File: src/design/lct_params.svh
// Constants for the legacy-compatibility terminal logic
`ifndef LCT_PARAMS_SVH
`define LCT_PARAMS_SVH

// ------------------------------------------------------------
// Register offsets (word index on the plain register port)
// ------------------------------------------------------------
`define LCT_ADDR_W          4
`define LCT_OFS_CTRL        4'h0
`define LCT_OFS_TIMETAG     4'h7
`define LCT_OFS_HEALTH      4'h6
`define LCT_OFS_MON_BASE    4'h8
`define LCT_OFS_MON_COUNT   4'h9
`define LCT_OFS_INT_ADDR    4'ha
`define LCT_OFS_MON_PTR     4'hb
`define LCT_OFS_STATE       4'hc
`define LCT_OFS_LEGAL       4'hd

// ------------------------------------------------------------
// Field positions
// ------------------------------------------------------------
`define LCT_HS_MEMFAIL      15
`define LCT_HS_LOOPFAIL     14
`define LCT_HS_TAPAR        13
`define LCT_HS_TOUT_A       11
`define LCT_HS_TOUT_B       10
`define LCT_INFO_BCAST      5
`define LCT_CTRL_BUFMODE    6
`define LCT_CTRL_RT_EN      0

// ------------------------------------------------------------
// Reset values and fixed numbers
// ------------------------------------------------------------
`define LCT_VERSION_CODE    10'h0a5
`define LCT_LEGAL_PRESET    16'hffff
`define LCT_DESC_STRIDE     16'h0008
`define LCT_WORD_ZERO       16'h0000

`endif

File: src/design/lct_pkg.sv
// Types shared by the legacy-compatibility terminal logic
package lct_pkg;
	typedef logic [15:0] lct_word_t;
	typedef enum logic [2:0] {
		LCT_MON_IDLE  = 3'b001,
		LCT_MON_COUNT = 3'b010,
		LCT_MON_EXTRA = 3'b100
	} lct_mon_state_t;
endpackage

File: src/design/lct_wrap_if.sv
// Interface carrying the legacy wrapper signals between modules
`timescale 1ns/100ps
`default_nettype none
interface lct_wrap_if;
	import lct_pkg::*;
	logic      cs_n;
	logic      rw_n;
	logic      wr_n;
	lct_word_t mem_din;
	lct_word_t host_din;
	logic      mem_den;
	logic      host_den;
	lct_word_t shared_din;
	logic      data_en;
	modport core (output cs_n, rw_n, mem_din, host_din, mem_den, host_den,
		input wr_n, shared_din, data_en);
	modport wrap (input cs_n, rw_n, mem_din, host_din, mem_den, host_den,
		output wr_n, shared_din, data_en);
endinterface
`default_nettype wire

File: src/design/lct_legacy_wrap.sv
// Legacy pin mapping: strobe gating and shared data mux
`timescale 1ns/100ps
`default_nettype none
module lct_legacy_wrap
	import lct_pkg::*;
(
	// Clock and reset
	input wire logic ref_clk,
	input wire logic rst_b,
	// Wrapper side
	lct_wrap_if.wrap w
);
	// Write strobe low only for selected writes
	always_ff @(posedge ref_clk or negedge rst_b) begin
		if (!rst_b) begin
			w.wr_n <= 1'b1;
		end else begin
			w.wr_n <= ~(~w.cs_n & ~w.rw_n); // RL18
		end
	end

	// Memory data wins when memory drives; host otherwise
	always_ff @(posedge ref_clk or negedge rst_b) begin
		if (!rst_b) begin
			w.shared_din <= 16'h0000;
			w.data_en    <= 1'b0;
		end else begin
			w.shared_din <= w.mem_den ? w.mem_din : w.host_din; // RL19
			w.data_en    <= w.mem_den | w.host_den; // RL19
		end
	end
endmodule
`default_nettype wire

File: src/design/lct_mon_ptr.sv
// Monitor descriptor pointer with block-count wrap
`timescale 1ns/100ps
`default_nettype none
`include "lct_params.svh"
module lct_mon_ptr
	import lct_pkg::*;
(
	// Clock and reset
	input  wire logic ref_clk,
	input  wire logic rst_b,
	// Control
	input  wire logic [15:0] base_addr,
	input  wire logic [15:0] msg_count,
	input  wire logic        restart,
	input  wire logic        msg_done,
	// Results
	output logic      [15:0] ptr_q,
	output logic      [15:0] iaw_q,
	output logic             blk_irq_q
);
	lct_mon_state_t state_q;
	logic [15:0]    cnt_q;

	// Pointer walk: N messages, interrupt, one extra, reload
	always_ff @(posedge ref_clk or negedge rst_b) begin
		if (!rst_b) begin
			state_q   <= LCT_MON_IDLE;
			ptr_q     <= 16'h0000;
			cnt_q     <= 16'h0000;
			iaw_q     <= 16'h0000;
			blk_irq_q <= 1'b0;
		end else begin
			blk_irq_q <= 1'b0;
			if (restart) begin
				state_q <= LCT_MON_COUNT;
				ptr_q   <= base_addr;
				cnt_q   <= 16'h0000;
			end else if (msg_done) begin
				unique case (state_q)
				LCT_MON_IDLE: begin
				end
				LCT_MON_COUNT: begin
					ptr_q <= ptr_q + `LCT_DESC_STRIDE; // RL20
					if (cnt_q + 16'h0001 >= msg_count) begin
						blk_irq_q <= 1'b1; // RL7
						iaw_q     <= ptr_q; // RL9
						state_q   <= LCT_MON_EXTRA; // RL7
					end else begin
						cnt_q <= cnt_q + 16'h0001;
					end
				end
				LCT_MON_EXTRA: begin
					ptr_q   <= base_addr; // RL8
					cnt_q   <= 16'h0000;
					state_q <= LCT_MON_COUNT;
				end
				default: state_q <= LCT_MON_IDLE;
				endcase
			end
		end
	end
endmodule
`default_nettype wire

File: src/design/lct_terminal.sv
// Top of the legacy-compatibility terminal logic
// ------------------------------------------------------------
// Notes on behaviour
// [RL1] Legalization registers preset from the build parameter at reset.
// [RL2] Broadcast messages set bit 5 of the information word.
// [RL3] Reset RT code resets decoder and clears time tag register 7.
// [RL4] Reset RT code re-enables both bus channels.
// [RL5] Reset RT code re-enables terminal flag reporting.
// [RL6] Reset RT code leaves execution active asserted.
// [RL7] Monitor stores N messages, interrupts, pointer not reset yet.
// [RL8] After the extra message the pointer reloads the base.
// [RL9] Interrupt address word takes last processed descriptor.
// [RL10] Health bit 15 set on memory access failure.
// [RL11] Health bit 14 set on loopback mismatch.
// [RL12] Health bit 13 set on terminal address parity error.
// [RL13] Health bits 11 and 10 set on bus A and B timeouts.
// [RL14] Hardware never sets bit 12 or 9:0; host writes any bit.
// [RL15] Bits 9:0 reset to the build-time version code.
// [RL16] Control bit 6 buffer mode is ignored; memory is direct.
// [RL17] Host performs all initialization; no self-initialization.
// [RL18] Host write strobes low only for select-low writes.
// [RL19] Shared data input muxed; data enable is either enable.
// [RL20] Descriptor pointer advances by eight per message.
// [RL21] Legacy interrupts inverted; terminal active low while busy.
// ------------------------------------------------------------
`timescale 1ns/100ps
`default_nettype none
`include "lct_params.svh"
module lct_terminal
	import lct_pkg::*;
#(
	parameter logic [15:0] legalization_preset_param = `LCT_LEGAL_PRESET,
	parameter logic [9:0]  version_code = `LCT_VERSION_CODE // Arbitrary
)
(
	// Clock and reset
	input  wire logic        ref_clk,
	input  wire logic        rst_b,
	// Register port
	input  wire logic [3:0]  reg_addr,
	input  wire logic [15:0] reg_wdata,
	input  wire logic        reg_wr,
	input  wire logic        reg_rd,
	output logic      [15:0] reg_rdata,
	// Protocol events
	input  wire logic        reset_rt_code,
	input  wire logic        tx_shutdown_a,
	input  wire logic        tx_shutdown_b,
	input  wire logic        inhibit_flag_code,
	input  wire logic        msg_done,
	input  wire logic        msg_bcast,
	input  wire logic [15:0] msg_info,
	input  wire logic        tick_tag,
	input  wire logic        mon_msg_done,
	// Fault events
	input  wire logic        mem_fail,
	input  wire logic        loop_fail,
	input  wire logic        tapar_err,
	input  wire logic        tout_a,
	input  wire logic        tout_b,
	// Core status
	input  wire logic        core_busy,
	input  wire logic        high_priority_irq,
	input  wire logic        message_irq,
	// Legacy pins
	input  wire logic        legacy_chip_select_n,
	input  wire logic        legacy_read_write_n,
	input  wire logic [15:0] memory_read_data_in,
	input  wire logic [15:0] host_write_data_in,
	input  wire logic        memory_data_out_enable,
	input  wire logic        host_data_out_enable,
	output logic             host_write_strobe_n,
	output logic             host_write_n,
	output logic      [15:0] legacy_shared_data_in,
	output logic             legacy_data_enable,
	output logic             legacy_priority_irq_n,
	output logic             legacy_message_irq_n,
	output logic             terminal_active_n,
	// Terminal status
	output logic      [15:0] info_word_q,
	output logic             execution_active,
	output logic             chan_a_en_q,
	output logic             chan_b_en_q,
	output logic             term_flag_en_q,
	output logic             decoder_reset_q,
	output logic             mon_blk_irq
);
	// ------------------------------------------------------------
	// Local state
	// ------------------------------------------------------------
	lct_word_t ctrl_q;
	lct_word_t timetag_q;
	lct_word_t health_q;
	lct_word_t legal_q;
	lct_word_t mon_base_q;
	lct_word_t mon_count_q;
	lct_word_t mon_ptr;
	lct_word_t interrupt_address_word;
	logic      mon_irq;
	logic      mon_restart_q;
	lct_word_t rdata_d;

	// ------------------------------------------------------------
	// Submodules
	// ------------------------------------------------------------
	lct_wrap_if wif ();

	assign wif.cs_n     = legacy_chip_select_n;
	assign wif.rw_n     = legacy_read_write_n;
	assign wif.mem_din  = memory_read_data_in;
	assign wif.host_din = host_write_data_in;
	assign wif.mem_den  = memory_data_out_enable;
	assign wif.host_den = host_data_out_enable;

	lct_legacy_wrap u_wrap (
		.ref_clk (ref_clk),
		.rst_b   (rst_b),
		.w       (wif.wrap)
	);

	// Both strobe outputs share the wrapper's registered strobe
	assign host_write_strobe_n   = wif.wr_n; // RL18
	assign host_write_n          = wif.wr_n; // RL18
	assign legacy_shared_data_in = wif.shared_din; // RL19
	assign legacy_data_enable    = wif.data_en; // RL19

	lct_mon_ptr u_mon (
		.ref_clk   (ref_clk),
		.rst_b     (rst_b),
		.base_addr (mon_base_q),
		.msg_count (mon_count_q),
		.restart   (mon_restart_q),
		.msg_done  (mon_msg_done),
		.ptr_q     (mon_ptr),
		.iaw_q     (interrupt_address_word),
		.blk_irq_q (mon_irq)
	);
	assign mon_blk_irq = mon_irq;

	// ------------------------------------------------------------
	// Control register and monitor setup
	// ------------------------------------------------------------
	// Bit 6 is stored for readback only: no buffer path exists
	always_ff @(posedge ref_clk or negedge rst_b) begin
		if (!rst_b) begin
			ctrl_q        <= 16'h0000;
			mon_base_q    <= 16'h0000;
			mon_count_q   <= 16'h0000;
			mon_restart_q <= 1'b0;
		end else begin
			mon_restart_q <= 1'b0;
			if (reg_wr) begin
				unique case (reg_addr)
				`LCT_OFS_CTRL:      ctrl_q <= reg_wdata; // RL16
				`LCT_OFS_MON_BASE: begin
					mon_base_q    <= reg_wdata;
					mon_restart_q <= 1'b1;
				end
				`LCT_OFS_MON_COUNT: mon_count_q <= reg_wdata;
				default: begin
				end
				endcase
			end
		end
	end

	// Legalization preset; host may overwrite afterwards
	always_ff @(posedge ref_clk or negedge rst_b) begin
		if (!rst_b) begin
			legal_q <= legalization_preset_param; // RL1
		end else if (reg_wr && reg_addr == `LCT_OFS_LEGAL) begin
			legal_q <= reg_wdata;
		end
	end

	// ------------------------------------------------------------
	// Reset RT mode code handling
	// ------------------------------------------------------------
	// Time tag counts ticks; Reset RT clear outranks host write
	always_ff @(posedge ref_clk or negedge rst_b) begin
		if (!rst_b) begin
			timetag_q <= 16'h0000;
		end else if (reset_rt_code) begin
			timetag_q <= 16'h0000; // RL3
		end else if (reg_wr && reg_addr == `LCT_OFS_TIMETAG) begin
			timetag_q <= reg_wdata;
		end else if (tick_tag) begin
			timetag_q <= timetag_q + 16'h0001;
		end
	end

	// Decoder reset pulse lasts one cycle after the code
	always_ff @(posedge ref_clk or negedge rst_b) begin
		if (!rst_b) begin
			decoder_reset_q <= 1'b0;
		end else begin
			decoder_reset_q <= reset_rt_code; // RL3
		end
	end

	// Reset RT overrides any shutdown or inhibit in the same cycle
	always_ff @(posedge ref_clk or negedge rst_b) begin
		if (!rst_b) begin
			chan_a_en_q    <= 1'b1;
			chan_b_en_q    <= 1'b1;
			term_flag_en_q <= 1'b1;
		end else if (reset_rt_code) begin
			chan_a_en_q    <= 1'b1; // RL4
			chan_b_en_q    <= 1'b1; // RL4
			term_flag_en_q <= 1'b1; // RL5
		end else begin
			if (tx_shutdown_a)
				chan_a_en_q <= 1'b0;
			if (tx_shutdown_b)
				chan_b_en_q <= 1'b0;
			if (inhibit_flag_code)
				term_flag_en_q <= 1'b0;
		end
	end

	// Execution active follows the control enable only
	always_ff @(posedge ref_clk or negedge rst_b) begin
		if (!rst_b) begin
			execution_active <= 1'b0;
		end else begin
			execution_active <= ctrl_q[`LCT_CTRL_RT_EN]; // RL6
		end
	end

	// ------------------------------------------------------------
	// Information word
	// ------------------------------------------------------------
	always_ff @(posedge ref_clk or negedge rst_b) begin
		if (!rst_b) begin
			info_word_q <= 16'h0000;
		end else if (msg_done) begin
			info_word_q <= msg_info;
			info_word_q[`LCT_INFO_BCAST] <= msg_bcast; // RL2
		end
	end

	// ------------------------------------------------------------
	// Health status word
	// ------------------------------------------------------------
	// Hardware sets win over a host write in the same cycle
	always_ff @(posedge ref_clk or negedge rst_b) begin
		if (!rst_b) begin
			health_q <= {6'h00, version_code}; // RL15
		end else begin
			if (reg_wr && reg_addr == `LCT_OFS_HEALTH)
				health_q <= reg_wdata; // RL14
			if (mem_fail)
				health_q[`LCT_HS_MEMFAIL] <= 1'b1; // RL10
			if (loop_fail)
				health_q[`LCT_HS_LOOPFAIL] <= 1'b1; // RL11
			if (tapar_err)
				health_q[`LCT_HS_TAPAR] <= 1'b1; // RL12
			if (tout_a)
				health_q[`LCT_HS_TOUT_A] <= 1'b1; // RL13
			if (tout_b)
				health_q[`LCT_HS_TOUT_B] <= 1'b1; // RL13
		end
	end

	// ------------------------------------------------------------
	// Legacy status pins
	// ------------------------------------------------------------
	always_ff @(posedge ref_clk or negedge rst_b) begin
		if (!rst_b) begin
			legacy_priority_irq_n <= 1'b1;
			legacy_message_irq_n  <= 1'b1;
			terminal_active_n     <= 1'b1;
		end else begin
			legacy_priority_irq_n <= ~high_priority_irq; // RL21
			legacy_message_irq_n  <= ~message_irq; // RL21
			terminal_active_n     <= ~core_busy; // RL21
		end
	end

	// ------------------------------------------------------------
	// Register read path
	// ------------------------------------------------------------
	always_comb begin
		rdata_d = 16'h0000;
		unique case (reg_addr)
		`LCT_OFS_CTRL:      rdata_d = ctrl_q;
		`LCT_OFS_HEALTH:    rdata_d = health_q;
		`LCT_OFS_TIMETAG:   rdata_d = timetag_q;
		`LCT_OFS_MON_BASE:  rdata_d = mon_base_q;
		`LCT_OFS_MON_COUNT: rdata_d = mon_count_q;
		`LCT_OFS_INT_ADDR:  rdata_d = interrupt_address_word;
		`LCT_OFS_MON_PTR:   rdata_d = mon_ptr;
		`LCT_OFS_STATE:     rdata_d = {11'h000, execution_active,
			term_flag_en_q, chan_b_en_q, chan_a_en_q, mon_irq};
		`LCT_OFS_LEGAL:     rdata_d = legal_q;
		default:            rdata_d = 16'h0000;
		endcase
	end

	// Read data valid in the cycle after the strobe only
	always_ff @(posedge ref_clk or negedge rst_b) begin
		if (!rst_b) begin
			reg_rdata <= 16'h0000;
		end else begin
			reg_rdata <= reg_rd ? rdata_d : 16'h0000;
		end
	end
endmodule
`default_nettype wire

File: config.mk
export PLATFORM = sky130hd
export DESIGN_NAME = lct_terminal
export DESIGN_NICKNAME = d
export VERILOG_FILES = /design/src/design/lct_pkg.sv /design/src/design/lct_wrap_if.sv /design/src/design/lct_legacy_wrap.sv /design/src/design/lct_mon_ptr.sv /design/src/design/lct_terminal.sv
export VERILOG_INCLUDE_DIRS = /design/src /design/src/design
export SDC_FILE = /design/constraint.sdc
export NUM_CORES = 1
export LEC_CHECK = 0
export CAP_MARGIN = 20
export CORE_UTILIZATION = 60
export DETAILED_ROUTE_END_ITERATION = 7
export DONT_BUFFER_PORTS = 1
export GPL_TIMING_DRIVEN = 0
export PLACE_DENSITY_LB_ADDON = 0.25
export SLEW_MARGIN = 20
export SYNTH_ARGS = -nofsm -noshare
export SYNTH_HDL_FRONTEND = slang
export SYNTH_SLANG_ARGS = --single-unit
File: constraint.sdc
create_clock -name ref_clk -period 9.37 [get_ports ref_clk]
set_input_delay 1.874 -clock ref_clk [delete_from_list [all_inputs] [get_ports ref_clk]]
set_output_delay 1.874 -clock ref_clk [all_outputs]
set_load 0.1 [all_outputs]
==> impl_metrics.json <==
{
  "cp_cell_sequence": "nand3_1 -> nor3_1 -> nand3_1 -> nor2_1 -> xor2_1 -> ha_1 -> nand4_1 -> nor3_1 -> nor4b_1 -> or3_4 -> nor2b_4 -> buf_6 -> buf_6 -> mux2_4",
  "dp_hpwl_microns": 17500,
  "critPathTopFamily": "simple AND/OR/NAND/NOR gates",
  "power.density_mw_per_mm2": 228,
  "post_drt_via_cell_ratio": 6.55,
  "rsz0062_at_grt": "false",
  "port_buffers": 0,
  "r2r_cells": 14,
  "fp.dieH_microns": 129,
  "clkTransAtPathRegs_ns": 0.06,
  "wl_per_cell_microns": 23.0,
  "clock_latency_ns": 0.50,
  "synth-seq-cells": 207,
  "root_buffer": "clkbuf_16",
  "grt_pass1_vias": 7156,
  "antenna_found_initial": 0,
  "fmax_ghz": 0.235,
  "synth-async-reset-ratio_pct": 100,
  "synth-edff-count": 0,
  "relSlewSlack_pct": 38.8,
  "drive_gt1_share_pct": 24.0,
  "setup_slack_ns": 5.12,
  "rows": 45,
  "fp.coreArea_sq_mm": 0.0154,
  "fill_cells": 1098,
  "crit_path_max_fanout": 10,
  "area_growth_pct": 10.1,
  "hold_class": "flip-flop to flip-flop",
  "setup_viol": 0,
  "drt_first_iter_violations": 698,
  "endpoint_kind": "flip-flop",
  "avgSynthCellArea_sq_um": 12.0,
  "synthesis.area_sq_mm": 0.00965,
  "slowest_stage": "nor3_1",
  "postRouteAntennaNets": 0,
  "remaining_drc_errors": 0,
  "fin_crit_sh_pct": 45.3,
  "cp.depth": 14,
  "tightest_slew_ns": 0.919,
  "die_w_microns": 129,
  "design.die.area_sq_mm": 0.0166,
  "fin_nets": 941,
  "synth-main-ff-cell": "dfrtp_1",
  "critPathLaunchType": "flip-flop",
  "hold_viol_final": 0,
  "post_cts_resize_count": 0,
  "finClkSkew_ns": 0.0112,
  "synthesis.nets": 917,
  "via_count": 6923,
  "grt_most_used_layer": "met2",
  "cts_max_path_buffers": 3,
  "post_cts_buffers": 0,
  "use_met3_pct": 6.24,
  "cp.required_ns": 9.75,
  "cts_tree": "done",
  "status": "finished clean",
  "cp.arrival_ns": 4.63,
  "grt_overflow_total": 0,
  "final_max_slew_viol_count": 0,
  "dp_slack_ns": 5.14,
  "hold_depth": 0,
  "r2r_setup_slack_ns": 5.12,
  "ys_seq_area_share_pct": 54.1,
  "diodes": 0,
  "power.leakage_nw": 4.66,
  "ys_warn_count": 0,
  "hold_ws_ns": 0.406,
  "final_cell_mix": "dfrtp_1 (179), mux2_2 (118), nor2_1 (47)",
  "numCtsBuffers": 22,
  "drv_cap": 0,
  "clkSinkCount": 207,
  "gp_congestion": 0.882,
  "max_stage_delay_ns": 0.54,
  "grtUsageTotal_pct": 30.5,
  "ioPinCount": 152,
  "period_needed_ns": 4.25,
  "ys_types": 56,
  "critPathKind": "flip-flop to flip-flop",
  "setup_tns_ns": 0,
  "start_util_pct": 62.5,
  "irDropWorstVdd_uv": 161,
  "crit_buf_inv": 2,
  "final_common_cell": "dfrtp_1",
  "grt_start_max_net_pins": 208,
  "ctsHtreeMaxLevel": 1,
  "grt_pass1_wl_microns": 38800,
  "first_pass_iters": 7,
  "met1_usage_pct": 41.0,
  "grt_use_met2_pct": 49.9,
  "routed_wl_microns": 24300,
  "ctsHoldBuffers": 0,
  "synthCells": 806,
  "power_mw": 2.42
}
metrics by stage:
step | util [%] | std cells | area (sq um)
after detailed placement | 64.2 | 1017 | 9910
final | 68.9 | 1057 | 10600
after global placement | 64.2 | 1017 | 9910
after global routing | 68.9 | 1057 | 10600
after floorplan | - | 806 | 9650
after CTS | 68.9 | 1057 | 10600
report_power, final:
group	total [mW]	internal, mW	switching, mW
registers	1.30	1.04	0.259
logic	0.281	0.150	0.132
clock network	0.847	0.506	0.341
total	2.42	1.69	0.732
cell usage after synthesis, types with 20 or more instances:
cell type / n / area (sq um)
nand3_1: 24 / 120
nand2_1: 35 / 131
a21oi_1: 32 / 160
a222oi_1: 27 / 270
a22oi_1: 20 / 150
inv_1: 37 / 139
mux2_2: 118 / 1330
dfstp_2: 28 / 736
nor2_1: 47 / 176
dfrtp_1: 179 / 4480
clkbuf_1: 33 / 124
and3_1: 20 / 125
metal layers:
| layer | wire, microns | up-vias |
|---|---|---|
| li1 | - | 3041 |
| met2 | 11800 | 345 |
| met4 | 598 | 0 |
| met1 | 9800 | 3481 |
| met5 | 0 | - |
| met3 | 2070 | 56 |
state kept, by name, summed over array words and instances, names as in the netlist, 3 cells and up:
| signal | flops |
|---|---|
| reg_rdata | 16 |
| u_mon.ptr_q | 16 |
| u_mon.iaw_q | 16 |
| u_mon.cnt_q | 16 |
| u_wrap.w.shared_din | 16 |
| health_q | 16 |
| mon_count_q | 16 |
| ctrl_q | 16 |
| u_mon.state_q | 3 |
| info_word_q | 16 |
| mon_base_q | 16 |
| legal_q | 16 |
| timetag_q | 16 |
cell families (layout without fill, tap and decap cells):
| logic type | count (synthesis) | count (layout) | synth area share (%) |
|---|---|---|---|
| flops | 207 | 207 | 54.1 |
| mux | 137 | 137 | 16.2 |
| simple gates | 165 | 165 | 8.55 |
| xor+xnor | 30 | 30 | 2.72 |
| fa+ha+maj | 19 | 19 | 2.46 |
| compound gates | 172 | 172 | 12.9 |
| buf+inv | 76 | 116 | 3.16 |
final timing paths:
path / from / end
max in group asynchronous: rst_b / legal_q[4]$_DFFE_PN1P_
min reg2reg: ctrl_q[0]$_DFFE_PN0P_ / execution_active$_DFF_PN0_
max: u_mon.cnt_q[0]$_DFFE_PN0P_ / u_mon.iaw_q[8]$_DFFE_PN0P_
min in group asynchronous: rst_b / u_mon.cnt_q[5]$_DFFE_PN0P_
max reg2reg: u_mon.cnt_q[0]$_DFFE_PN0P_ / u_mon.iaw_q[8]$_DFFE_PN0P_
min: ctrl_q[0]$_DFFE_PN0P_ / execution_active$_DFF_PN0_
area by class of cell:
type	count	area [sq um]	share of cell area (%)
clock inverter	2	12.5	0.118
sequential	207	5220	49.1
clock buffer	38	702	6.61
inverter	37	139	1.31
multi-input combinational	523	4130	38.8
buffer	39	166	1.57
tap	211	264	2.48
Power figures use the tool's default switching activity.
